File: config.mk
export PLATFORM = sky130hd
export DESIGN_NAME = rtr_top
export DESIGN_NICKNAME = d
export VERILOG_FILES = /design/src/rtr_pkg.sv /design/src/rtr_req_ch.sv /design/src/rtr_top.sv
export VERILOG_INCLUDE_DIRS = /design/src
export SDC_FILE = /design/constraint.sdc
export NUM_CORES = 1
export LEC_CHECK = 0
export ABC_AREA = 1
export BUFFER_PORTS_ARGS = -buffer_cell sky130_fd_sc_hd__buf_2
export CAP_MARGIN = 0
export CORE_MARGIN = 5
export CORE_UTILIZATION = 58
export CTS_BUF_LIST = sky130_fd_sc_hd__clkbuf_8
export CTS_CLUSTER_DIAMETER = 100
export DETAILED_ROUTE_END_ITERATION = 8
export PLACE_DENSITY = 0.84
export SETUP_SLACK_MARGIN = 0.3
export SLEW_MARGIN = 20
export SYNTH_ARGS = -nofsm -noshare
export SYNTH_HDL_FRONTEND = slang
export SYNTH_HIERARCHICAL = 1
export SYNTH_SLANG_ARGS = --single-unit
File: constraint.sdc
create_clock -name clk -period 1.6 [get_ports clk]
set_input_delay 0.08 -clock clk [delete_from_list [all_inputs] [get_ports clk]]
set_output_delay 0.08 -clock clk [all_outputs]
set_load 0.1 [all_outputs]
File: src/rtr_params.svh
// Constants for the reset type recorder
`ifndef RTR_PARAMS_SVH
`define RTR_PARAMS_SVH
`define RTR_RST_NONE     2'h0
`define RTR_RST_CORE     2'h1
`define RTR_RST_CHIP     2'h2
`define RTR_RST_SYS      2'h3
`define RTR_MIN_HOLD     8
`define RTR_POR_CYCLES   8
`define RTR_REQ_TAIL     2
`endif

File: src/rtr_pkg.sv
// Types for the reset type recorder
package rtr_pkg;
    typedef enum logic [1:0] {RTR_IDLE, RTR_WAIT, RTR_TAIL} rtr_req_state_t;
endpackage

File: src/rtr_req_ch.sv
// One reset-request channel: set by a trigger, held until tail after input
`timescale 1ns/1ps
`include "rtr_params.svh"
module rtr_req_ch
    import rtr_pkg::*;
(
    input  wire logic clk,      // Processor clock
    input  wire logic reset_n,  // Async reset, active low
    input  wire logic trigger,  // One-cycle request cause
    input  wire logic rst_in,   // Matching reset input level
    output logic      request   // Request output, registered
);
    rtr_req_state_t state_reg;
    rtr_req_state_t state_next;
    logic [1:0]     cnt_reg;
    logic [1:0]     cnt_next;
    logic           req_next;

    // Next state of the request channel
    always_comb
    begin
        state_next = state_reg;
        cnt_next   = cnt_reg;
        req_next   = request;
        case (state_reg)
            RTR_IDLE:
            begin
                if (trigger)
                begin
                    state_next = RTR_WAIT;
                    req_next   = 1'b1;
                end
            end
            RTR_WAIT:
            begin
                if (rst_in)
                begin
                    state_next = RTR_TAIL;
                    cnt_next   = 2'h1;
                end
            end
            RTR_TAIL:
            begin
                if (cnt_reg == 2'(`RTR_REQ_TAIL)) // RL11
                begin
                    // A new cause on the drop edge wins over the clear
                    if (trigger)
                    begin
                        state_next = RTR_WAIT;
                    end
                    else
                    begin
                        state_next = RTR_IDLE;
                        req_next   = 1'b0;
                    end
                end
                else
                begin
                    cnt_next = cnt_reg + 2'h1;
                end
            end
            default:
            begin
                state_next = RTR_IDLE;
                req_next   = 1'b0;
            end
        endcase
    end

    // State registers
    always_ff @(posedge clk or negedge reset_n)
    begin
        if (!reset_n)
        begin
            state_reg <= RTR_IDLE;
            cnt_reg   <= 2'h0;
            request   <= 1'b0;
        end
        else
        begin
            state_reg <= state_next;
            cnt_reg   <= cnt_next;
            request   <= req_next;
        end
    end

    // Request lasts until two cycles after the input is seen
    property p_req_hold;
        @(posedge clk) disable iff (!reset_n)
        (request && !rst_in) |=> request || $past(rst_in);
    endproperty
    a_req_hold: assert property (p_req_hold) // RL11
        else $error("request dropped before input");

    property p_req_drop;
        @(posedge clk) disable iff (!reset_n)
        (state_reg == RTR_WAIT && rst_in)
        |=> request ##1 request ##1 (!request || $past(trigger));
    endproperty
    a_req_drop: assert property (p_req_drop) // RL11
        else $error("request tail length wrong");
endmodule

File: src/rtr_top.sv
// Reset type recorder: power-on, core reset, type field and requests
`timescale 1ns/1ps
`include "rtr_params.svh"
// Function
// RL1: Separate core, chip, system inputs; latest type kept in status field.
// RL2: Any reset during operation halts execution and loses processor state.
// RL3: Core reset reinitialises execution, caches and memory controller only.
// RL4: Requests are outputs only; reset activity needs an external input.
// RL5: Outside logic drives reset inputs synchronous to the clock.
// RL6: Outside logic holds asserted reset inputs at least eight cycles.
// RL7: Valid sets: core; core and chip; core, chip and system.
// RL8: Field: none keeps, core 01, chip 10, system or power-on 11.
// RL9: Power-on asserts all reset inputs and test reset eight cycles.
// RL10: Outside logic may support fewer reset types.
// RL11: A request holds until two cycles after its input is asserted.
// RL12: Debug field or watchdog timeout value 1,2,3 raises that request.
// RL13: Chip only marks type; system also resets test-access unit.
// RL14: Test-access reset input is active low.
// RL15: Field updates from inputs seen while core input held.
module rtr_top
    import rtr_pkg::*;
#(
    parameter int POR_CYCLES = `RTR_POR_CYCLES  // Power-on hold length
)
(
    input  wire logic       clk,                   // Processor clock
    input  wire logic       reset_n,               // Power-on reset, low
    input  wire logic       core_reset_in,         // Core reset input
    input  wire logic       chip_reset_in,         // Chip reset type mark
    input  wire logic       system_reset_in,       // System reset type mark
    input  wire logic       test_access_reset_n,   // Test reset, low
    input  wire logic [1:0] debug_reset_field,     // Debug control value
    input  wire logic       debug_reset_write,     // Debug field write pulse
    input  wire logic [1:0] watchdog_reset_field,  // Watchdog reset value
    input  wire logic       watchdog_timeout,      // Watchdog timeout pulse
    output logic            core_logic_reset,      // Core, caches, mem ctrl
    output logic            test_access_unit_reset,// Test-access unit reset
    output logic            run_enable,            // Execution allowed
    output logic [1:0]      most_recent_reset_field, // Last reset type
    output logic            core_reset_request,    // Core reset request
    output logic            chip_reset_request,    // Chip reset request
    output logic            system_reset_request   // System reset request
);
    initial
    begin
        if (POR_CYCLES < `RTR_POR_CYCLES || POR_CYCLES > 255)
            $error("POR_CYCLES out of range");
    end

    logic [7:0] por_cnt_reg;
    logic [7:0] por_cnt_next;
    logic       por_act;
    logic       core_eff;
    logic       chip_eff;
    logic       sys_eff;
    logic       trst_eff;
    logic [1:0] typ_next;
    logic [2:0] trig;

    // Decode a 2-bit request value into one-hot request causes
    function automatic logic [2:0] rtr_dec(input logic [1:0] v);
        rtr_dec = {v == `RTR_RST_SYS, v == `RTR_RST_CHIP, v == `RTR_RST_CORE};
    endfunction

    // Power-on counter drives internal copies of all reset inputs
    always_comb
    begin
        por_act      = por_cnt_reg != 8'h00;
        por_cnt_next = por_act ? por_cnt_reg - 8'h01 : por_cnt_reg;
        core_eff     = core_reset_in | por_act;          // RL9
        chip_eff     = chip_reset_in | por_act;          // RL9
        sys_eff      = system_reset_in | por_act;        // RL9
        trst_eff     = !test_access_reset_n | por_act;   // RL14 RL9
    end

    // Type field from the combination seen under core reset
    always_comb
    begin
        typ_next = most_recent_reset_field;
        if (core_eff) // RL15
        begin
            if (sys_eff)
                typ_next = `RTR_RST_SYS;   // RL8
            else if (chip_eff)
                typ_next = `RTR_RST_CHIP;  // RL8
            else
                typ_next = `RTR_RST_CORE;  // RL8 RL1
        end
    end

    // Power-on state and registered outputs
    always_ff @(posedge clk or negedge reset_n)
    begin
        if (!reset_n)
        begin
            por_cnt_reg             <= 8'(POR_CYCLES);
            core_logic_reset        <= 1'b1;
            test_access_unit_reset  <= 1'b1;
            run_enable              <= 1'b0;
            most_recent_reset_field <= `RTR_RST_SYS;
        end
        else
        begin
            por_cnt_reg             <= por_cnt_next;
            core_logic_reset        <= core_eff;            // RL3 RL13
            test_access_unit_reset  <= sys_eff | trst_eff;  // RL13
            run_enable              <= !core_eff;           // RL2
            most_recent_reset_field <= typ_next;            // RL1
        end
    end

    // Request causes, never fed back into reset activity
    always_comb
    begin
        trig = (debug_reset_write ? rtr_dec(debug_reset_field) : 3'h0)
             | (watchdog_timeout ? rtr_dec(watchdog_reset_field) : 3'h0);
    end                                                    // RL12 RL4

    rtr_req_ch u_core_req
    (
        .clk     (clk),
        .reset_n (reset_n),
        .trigger (trig[0]),
        .rst_in  (core_reset_in),
        .request (core_reset_request)
    );
    rtr_req_ch u_chip_req
    (
        .clk     (clk),
        .reset_n (reset_n),
        .trigger (trig[1]),
        .rst_in  (chip_reset_in),
        .request (chip_reset_request)
    );
    rtr_req_ch u_sys_req
    (
        .clk     (clk),
        .reset_n (reset_n),
        .trigger (trig[2]),
        .rst_in  (system_reset_in),
        .request (system_reset_request)
    );

    // Checks
    property p_core_halt;
        @(posedge clk) disable iff (!reset_n)
        core_reset_in |=> core_logic_reset && !run_enable;
    endproperty
    a_core_halt: assert property (p_core_halt) // RL2
        else $error("core reset did not halt");

    property p_chip_only;
        @(posedge clk) disable iff (!reset_n)
        (chip_reset_in && !core_reset_in && !por_act) |=> !core_logic_reset;
    endproperty
    a_chip_only: assert property (p_chip_only) // RL13
        else $error("chip alone reset the core");

    property p_typ_keep;
        @(posedge clk) disable iff (!reset_n)
        !core_eff |=> $stable(most_recent_reset_field);
    endproperty
    a_typ_keep: assert property (p_typ_keep) // RL15
        else $error("field changed without core reset");

    property p_typ_core;
        @(posedge clk) disable iff (!reset_n)
        (core_reset_in && !chip_reset_in && !system_reset_in && !por_act)
        |=> most_recent_reset_field == 2'h1;
    endproperty
    a_typ_core: assert property (p_typ_core) // RL8
        else $error("core type not recorded");

    property p_typ_sys;
        @(posedge clk) disable iff (!reset_n)
        (core_reset_in && system_reset_in) |=> most_recent_reset_field == 2'h3;
    endproperty
    a_typ_sys: assert property (p_typ_sys) // RL8
        else $error("system type not recorded");

    property p_por_hold;
        @(posedge clk) disable iff (!reset_n)
        $rose(reset_n) |-> core_logic_reset [*8];
    endproperty
    a_por_hold: assert property (p_por_hold) // RL9
        else $error("power-on reset too short");

    property p_trst;
        @(posedge clk) disable iff (!reset_n)
        !test_access_reset_n |=> test_access_unit_reset;
    endproperty
    a_trst: assert property (p_trst) // RL14
        else $error("test reset ignored");

    property p_req_no_self;
        @(posedge clk) disable iff (!reset_n)
        (core_reset_request && !core_reset_in && !por_act)
        |=> !core_logic_reset;
    endproperty
    a_req_no_self: assert property (p_req_no_self) // RL4
        else $error("request caused reset");
endmodule

* Yosys cells after proc, flatten, opt, wreduce, memory -nomap -nowiden
Index checks and enable logic that the tools add are counted.
** Storage, ports and cells
- Register bits :: 28
- Latch bits :: 0
- Bits in writable memories :: 0
- Bits in read-only memories :: 0
- Memories kept :: 0
** Cells by class
- Add/subtract/negate cells :: 4
- Multipliers :: 0
- Divide/modulo/power cells :: 0
- Magnitude comparators :: 0
- Equality and inequality tests :: 30
- Shift operators :: 0
- Mux-type cells :: 40
- Bitwise operators :: 9
- Reductions and logical operators :: 18
** Operators with widths (number)
- 2-bit 2-to-1 mux :: 17
- 2-bit != test (second input constant) :: 12
- 2-bit equality test (second input constant) :: 10
- 2-bit case mux with 3 select lines :: 3
- 3-bit AND reduction :: 6
- 1-bit 2-to-1 mux :: 12
- 2-bit case mux with 2 select lines :: 3
- 4-bit AND reduction :: 3
- 2-bit by 1-bit equality test with 1-bit output (second input constant) :: 5
- 1-bit case mux with 3 select lines :: 3
- 8-bit nonzero test :: 1
- 8-bit by 1-bit subtractor with 8-bit output (second input constant) :: 1
- 2-bit by 1-bit adder with 2-bit output (second input constant) :: 3
- 2-bit zero test :: 3
- 3-bit 2-to-1 mux :: 2
- 2-bit by 1-bit != test with 1-bit output (second input constant) :: 3
- 2-bit nonzero test :: 3
- 1-bit bitwise OR :: 5
- 1-bit inverter :: 3
- 3-bit bitwise OR :: 1
- 1-bit zero test :: 2

* Depth between registers and ports, before layout
Gate-level depths: netlist (run 1).
- Word-level depth :: 6
- Mapped depth :: 8
- Mapped depth without buffers :: 8

* Modules after synthesis
Netlist (run 1), hierarchy kept.
** By module, submodules not included
- rtr_req_ch :: times used 3, cells an instance 31, area an instance 259.0 um^2, sequential area each 125.1 um^2
- rtr_top :: times used 1, cells an instance 80, area an instance 661.9 um^2, sequential area each 331.6 um^2

* Worst setup path before layout (run 1)
Ideal clock, no wire load.
- Kind :: register to register
- Start point :: reg por_cnt_reg[0]
- End point :: reg most_recent_reset_field[0]
- Setup time :: 0.072 ns
- Data arrival time :: 1.098 ns
- Required time :: 1.528 ns
- Path slack :: 0.430 ns
- Stages on the path, launching flop included :: 9
- Path buffers :: 1
- Period minus slack after synthesis :: 1.170 ns
- Cells stage by stage :: dfrtp_1 > inv_1 > ha_1 > nand2_1 > nor2_4 > buf_6 > nand3b_1 > nand2_1 > inv_1
** On the way
- Cells in the longest elaborated chain, start to end :: 4
** RTL lines
- start: declaration :: line rtr_top.sv:50 : logic [7:0] por_cnt_reg;
- start signal: assignment :: line rtr_top.sv:96 : por_cnt_reg <= 8'(POR_CYCLES);
- start signal: assignment :: line rtr_top.sv:104 : por_cnt_reg <= por_cnt_next;
- 8-bit nonzero test * :: line rtr_top.sv:68 : por_act = por_cnt_reg != 8'h00;
- 1-bit bitwise OR :: line rtr_top.sv:71 : chip_eff = chip_reset_in | por_act;
- 2-bit 2-to-1 mux :: line rtr_top.sv:84 : else if (chip_eff)
- 2-bit 2-to-1 mux :: line rtr_top.sv:82 : if (sys_eff)
- end signal: assignment :: line rtr_top.sv:100 : most_recent_reset_field <= `RTR_RST_SYS;
- end signal: assignment :: line rtr_top.sv:108 : most_recent_reset_field <= typ_next;
- end: declaration :: line rtr_top.sv:39 : output logic [1:0] most_recent_reset_field,
Mark *: on every way between the ends. The rest lies on a longest branch, timed or not.
A chain may end at the register's enable or synchronous reset.

* Worst setup path after layout (run 1)
- Start point :: reg por_cnt_reg[5]
- End point :: reg por_cnt_reg[6]
** On the way
- Cells in the longest elaborated chain, start to end :: 1
** RTL lines (line)
- 8-bit by 1-bit subtractor with 8-bit output / 8-bit nonzero test (equally long branches) :: rtr_top.sv:69, rtr_top.sv:68
Several ways; a longest one is shown, not always the timed one.

==> metrics.cfg, run 1 <==
[detailed_routing]
totalWireLength_mm = 3.18
drt_iter0_markers = 82
firstDrtPassIters = 4
vias = 1247
via_per_inst = 5.38
detail-route-antenna-nets = 0
drc = 0
wl_per_cell_um = 13.7

[power_and_ir_drop]
vdd_drop_max_mv = 1.15
power_mw = 2.64
leakagePower_nw = 0.917
p_per_area_nw_per_um2 = 1530

[sta]
maxSlewHeadroom_pct = 59.5
skew_ns = 0.00149
finalSetupViolCount = 0
rsz0062_at_grt = false
fin_setup_tns_ns = 0
whs_ns = 0.0909
setup_ws_ns = 0.350
drv_slew = 0
fmax_mhz = 800
hold_violations = 0
fin_crit_sh_pct = 78.2
tightest_slew_ns = 0.608
fin_crit_ns = 1.25

[worst_setup_path]
path_max_fanout = 5
crit_type = flop to flop
arrival_ns = 1.42
cp_num_buf_inv = 1
rr_startpoint = por_cnt_reg[5]
startpoint = por_cnt_reg[5]
crit_family = simple AND/OR/NAND/NOR gates
crit_required_ns = 1.77
crit_chain = nor2_1, nand2_1, nor2_2, buf_4, nor2_1
cp_slowest_stage_delay_ns = 0.43
endpoint_kind = flop
crit_slowest_cell = dfrtp_1
setup.worst_path.start_class = flop
cp_common_cell = nor2_1

[floorplanning]
rows = 18
dieArea_um2 = 3580
fp.dieH_um = 59.8
start_util_pct = 59.2
coreArea_um2 = 2430
num_io_pins = 20
die_w_um = 59.8

[final_layout]
num_antenna_cells = 0
fin_nets = 220
drive_above_1_share_pct = 27.2
area_growth_pct = 20.0
fin_util_pct = 71.0
final_cell_count_no_fill = 232
final_area_um2 = 1730
largest_reg_flops = 8

[placed_design]
post-place-ws_ns = 0.239
dp_cells = 221
placed_area_um2 = 1560
gp_routability_congestion = 0.757
portBuffers = 19
dp_hpwl_mm = 2.19

[global_route]
grt_pass1_wl_mm = 4.95
grt.overflow.total = 0
antenna_found_initial = 0
grt_pass1_vias = 1224
grt_max_degree = 29
track_usage_pct = 18.2

[synth]
syn_area_um2 = 1440
syn_avg_cell_area_um2 = 8.32
synth_seq_cells = 28
yosysUniqueCellTypes = 20
synth_warnings = 6
synth_nets = 190
syn_inst = 173
ys_seq_area_share_pct = 49.1

[worst_hold_path]
holdCritPathClass = input port to flop
hold_path.startpoint = core_reset_in

[clock_tree]
tritoncts = yes
cts_num_sinks = 28
cts.clk_slew.worst_paths_ns = 0.09
insertion_delay_ns = 0.27
clock_path_buffers = 2
cts.htree.levels = 1
cts_root_buf = clkbuf_8
cts_buffers = 3

[run_status]
status = finished clean

[run]
drv_cap = 0

[logic make-up (layout without fill, tap and decap cells)]
| group | Yosys count | in the layout | synth area share [%] |
|---|---|---|---|
| AOI/OAI and AO/OA | 14 | 14 | 4.96 |
| xor gates and xnor gates | 2 | 2 | 1.22 |
| DFF | 28 | 28 | 49.1 |
| and+or+nand+nor | 97 | 98 | 32.8 |
| adders and majority gates | 5 | 5 | 4.35 |
| buffers and inverters | 27 | 55 | 7.56 |
[tightest hold or removal path, cell delays in order]
cell and delay [ns]:
buf_2 0.13, inv_1 0.08, nand2_2 0.07
[Yosys cell counts]
master,count,area share (%)
nand3_1,14,4.9
nand3_2,6,4.2
o21ai_0,6,2.1
nor2_2,4,1.7
xor2_1,2,1.2
nand3b_1,6,3.1
o21ai_1,1,0.35
or2_2,1,0.44
a21oi_1,6,2.1
buf_6,1,0.78
o22ai_1,1,0.44
inv_2,4,1.0
ha_1,5,4.3
nor2_1,20,5.2
nand2_1,41,11
nand4_1,4,1.7
inv_1,22,5.7
dfstp_2,5,9.1
dfrtp_1,23,40
nor2_4,1,0.78
[layer usage]
| layer | vias up | global-route usage [%] | share of wire, % |
|---|---|---|---|
| met2 | 33 | 34.6 | 55 |
| met3 | 4 | 2.59 | 3.1 |
| met1 | 600 | 19.6 | 40 |
| met5 | - | 0 | 0 |
| li1 | 610 | - | - |
| met4 | 0 | 8.23 | 1.5 |
[final cells by class]
class	count	area, um2
fillers	188	706
clock buffers	3	41.3
repair buffers	25	159
well taps	30	37.5
flip-flops and latches	28	707
inverters	26	97.6
multi-input cells	119	654
clock inverters	1	30.0
[placed cells by master (no fill, tap or decap), drive strengths merged, types with 2 or more instances in the layout]
cell type and n:
inv 26, a21oi 6, dlygate4sd3 2, dfstp 5, clkbuf 4, nand4 4, xor2 2, nand3 20
o21ai 7, dfrtp 23, ha 5, nor2 26, nand3b 6, buf 22, nand2 41
[final timing paths]
| check | to | slack (ns) | depth (start not counted) |
|---|---|---|---|
| hold reg to reg | most_recent_reset_field[1] | 0.47 | 2 |
| hold / removal | core_logic_reset | 0.09 | 3 |
| min in group asynchronous | por_cnt_reg[0] | 0.34 | 2 |
| setup / recovery | por_cnt_reg[6] | 0.35 | 5 |
| max in group asynchronous | run_enable | 0.86 | 2 |
| setup reg to reg | por_cnt_reg[6] | 0.35 | 5 |
[where the power goes]
group          internal (mW)  switching, mW
sequential             0.886          0.166
clock                  0.335          0.219
combinational          0.285          0.753
total                   1.51           1.14
[repair_timing]
item | 4_1_cts | 5_1_grt
setup buffers | 4 | 0
hold endpoints to repair | 24 | 0
setup endpoints to repair | 5 | 12
gates resized for setup | 3 | 10
pin swaps | 1 | 1
gates cloned | 0 | 1
hold buffers | 2 | 0
Power figures use the tool's default switching activity.
==> run 2: changes to the inputs <==
==> constraint.sdc (replaced) <==
create_clock -name clk -period 1.2 [get_ports clk]
set_input_delay 0.06 -clock clk [delete_from_list [all_inputs] [get_ports clk]]
set_output_delay 0.06 -clock clk [all_outputs]
set_load 0.1 [all_outputs]
==> metrics.cfg, run 2 (same netlist as run 1, synthesis figures left out) <==
[worst_setup_path]
startpoint = por_cnt_reg[1]  ; was por_cnt_reg[5]
path_max_fanout = 5  ; unchanged
crit_required_ns = 1.42  ; was 1.77 ns
setup.worst_path.start_class = flop  ; unchanged
crit_slowest_cell = dfrtp_1  ; unchanged
arrival_ns = 1.57  ; was 1.42 ns
rr_startpoint = por_cnt_reg[1]  ; was por_cnt_reg[5]
cp_slowest_stage_delay_ns = 0.41  ; was 0.43 ns
crit_chain = inv_2, ha_4, nand2_4, nor2_4, buf_6, nand3b_1, nand2_1, inv_1  ; was nor2_1, nand2_1, nor2_2, buf_4, nor2_1
crit_type = flop to flop  ; unchanged
endpoint_kind = flop  ; unchanged
r2r_setup_slack_ns = -0.16  ; was 0.35 ns

[final_layout]
fin_nets = 244  ; was 220
largest_reg_flops = 8  ; unchanged
fillers = 81  ; was 188
mostFrequentLayoutCells = nand2_1, buf_4, dfrtp_1  ; was nand2_1, dfrtp_1, inv_1
multiInputGateArea_um2 = 842  ; was 654 um2
final_common_cell = nand2_1  ; unchanged
seqCellArea_um2 = 727  ; was 707 um2
drive_above_1_share_pct = 57.1  ; was 27.2%
final_cell_count_no_fill = 256  ; was 232
area_growth_pct = 56.5  ; was 20.0%
num_antenna_cells = 0  ; unchanged

[sta]
tightest_slew_ns = 0.456  ; was 0.608 ns
hold_violations = 0  ; unchanged
fmax_mhz = 736  ; was 800 MHz
skew_ns = 0.00575  ; was 0.00149 ns
setup_ws_ns = -0.159  ; was 0.350 ns
rsz0062_at_grt = true  ; was false
maxSlewHeadroom_pct = 69.3  ; was 59.5%
drv_slew = 0  ; unchanged
fin_crit_ns = 1.36  ; was 1.25 ns
finalSetupViolCount = 12  ; was 0
fin_crit_sh_pct = 113  ; was 78.2%

[clock_tree]
cts.clk_slew.worst_paths_ns = 0.10  ; was 0.09 ns
insertion_delay_ns = 0.27  ; about the same
cts_buffers = 3  ; unchanged
cts.htree.levels = 1  ; unchanged
cts_num_sinks = 28  ; unchanged
cts_root_buf = clkbuf_8  ; unchanged
tritoncts = yes  ; unchanged
clock_path_buffers = 2  ; unchanged

[power_and_ir_drop]
p_clk_share_pct = 12.6  ; was 20.9%
p_per_area_nw_per_um2 = 2040  ; was 1530 nW/um2
leakagePower_nw = 1.10  ; was 0.917 nW
pwr-share-seq_pct = 33.5  ; was 39.8%
p_sw_mw = 2.02  ; was 1.14 mW
p_int_mw = 2.58  ; was 1.51 mW
swShare_pct = 43.8  ; was 43.0%
power_mw = 4.60  ; was 2.64 mW
p_comb_share_pct = 53.9  ; was 39.3%
vdd_drop_max_mv = 2.22  ; was 1.15 mV

[floorplanning]
start_util_pct = 59.2  ; unchanged
dieArea_um2 = 3580  ; unchanged
rows = 18  ; unchanged
coreArea_um2 = 2430  ; unchanged
num_io_pins = 20  ; unchanged
die_w_um = 59.8  ; unchanged
fp.dieH_um = 59.8  ; unchanged

[detailed_routing]
drc = 0  ; unchanged
firstDrtPassIters = 4  ; unchanged
drt_iter0_markers = 50  ; was 82
vias = 1455  ; was 1247
via_per_inst = 5.68  ; was 5.38
totalWireLength_mm = 4.56  ; was 3.18 mm
wl_per_cell_um = 17.8  ; was 13.7 um
detail-route-antenna-nets = 0  ; unchanged

[global_route]
grt_pass1_wl_mm = 6.29  ; was 4.95 mm
antenna_found_initial = 0  ; unchanged
grt_max_degree = 29  ; unchanged
grt_pass1_vias = 1321  ; was 1224
track_usage_pct = 23.3  ; was 18.2%
grt.overflow.total = 0  ; unchanged

[run_status]
violations = negative setup slack
status = finished, violations left  ; was finished clean

[placed_design]
dp_hpwl_mm = 2.43  ; was 2.19 mm
portBuffers = 19  ; unchanged
dp_cells = 225  ; was 221
gp_routability_congestion = 0.799  ; was 0.757

[worst_hold_path]
holdCritPathClass = input port to flop  ; unchanged
hold_path.startpoint = system_reset_in  ; was core_reset_in

[run]
drv_cap = 0  ; unchanged

==> run 2: final cells by class <==
class                   instances  share of cell area (%)
multi-input cells             118                    37.4
flip-flops and latches         28                    32.3
repair buffers                 50                    21.4
inverters                      26                    4.78
clock buffers                   4                    2.44
well taps                      30                    1.67
==> run 2: timing repair <==
| action | 4_1_cts | 5_1_grt |
|---|---|---|
| setup buffers | 14 | 11 |
| hold endpoints to repair | 24 | 0 |
| setup endpoints to repair | 36 | 39 |
| gates resized for setup | 31 | 32 |
| hold buffers | 2 | 0 |
| pin swaps | 13 | 12 |
==> run 2: per-layer routing <==
| layer | global-route usage, % | share of wire (%) |
|---|---|---|
| met1 | 27.7 | 38 |
| met2 | 43.2 | 55 |
| met3 | 2.81 | 3.8 |
| met4 | 6.65 | 2.6 |
| met5 | 0 | 0 |
==> run 2: per-stage QoR <==
step | setup TNS (ns) | area (um2) | hold WS, ns | util [%] | worst slack, ns
CTS | -0.0411 | 2070 | 0.0871 | 85.0 | -0.0154
finish | -0.779 | 2250 | 0.112 | 92.6 | -0.159
detailed placement | -0.0339 | 1790 | 0.103 | 73.5 | -0.0339
global route | -1.69 | 2250 | 0.102 | 92.6 | -0.259
global placement | 0 | 1790 | 0.103 | 73.5 | 0.0471
floorplan | 0 | 1520 | -0.236 | - | 0.0979
==> run 2: path summary, 6_finish.rpt <==
path,depth (start not counted),to
hold / removal,3,u_sys_req/state_reg[0]
min in group asynchronous,2,por_cnt_reg[0]
max in group asynchronous,2,u_sys_req/request
hold reg to reg,2,most_recent_reset_field[1]
setup / recovery,8,most_recent_reset_field[0]
setup reg to reg,8,most_recent_reset_field[0]
==> run 2: power by group through the flow <==
stage          clock, mW  combinational [mW]  sequential, mW
2_1_floorplan          0               0.746            1.91
5_1_grt            0.630                2.64            1.57
3_5_place_dp           0                1.70            1.53
4_1_cts            0.586                2.16            1.51
6_report           0.581                2.48            1.54
3_3_place_gp           0                1.59            1.50
==> run 2: critical path: cells and delay by family (launching register included) <==
family                     cells  cell delay (ns)
DFF                            1             0.41
adders and majority gates      1             0.15
buffers and inverters          3             0.30
and+or+nand+nor                4             0.44
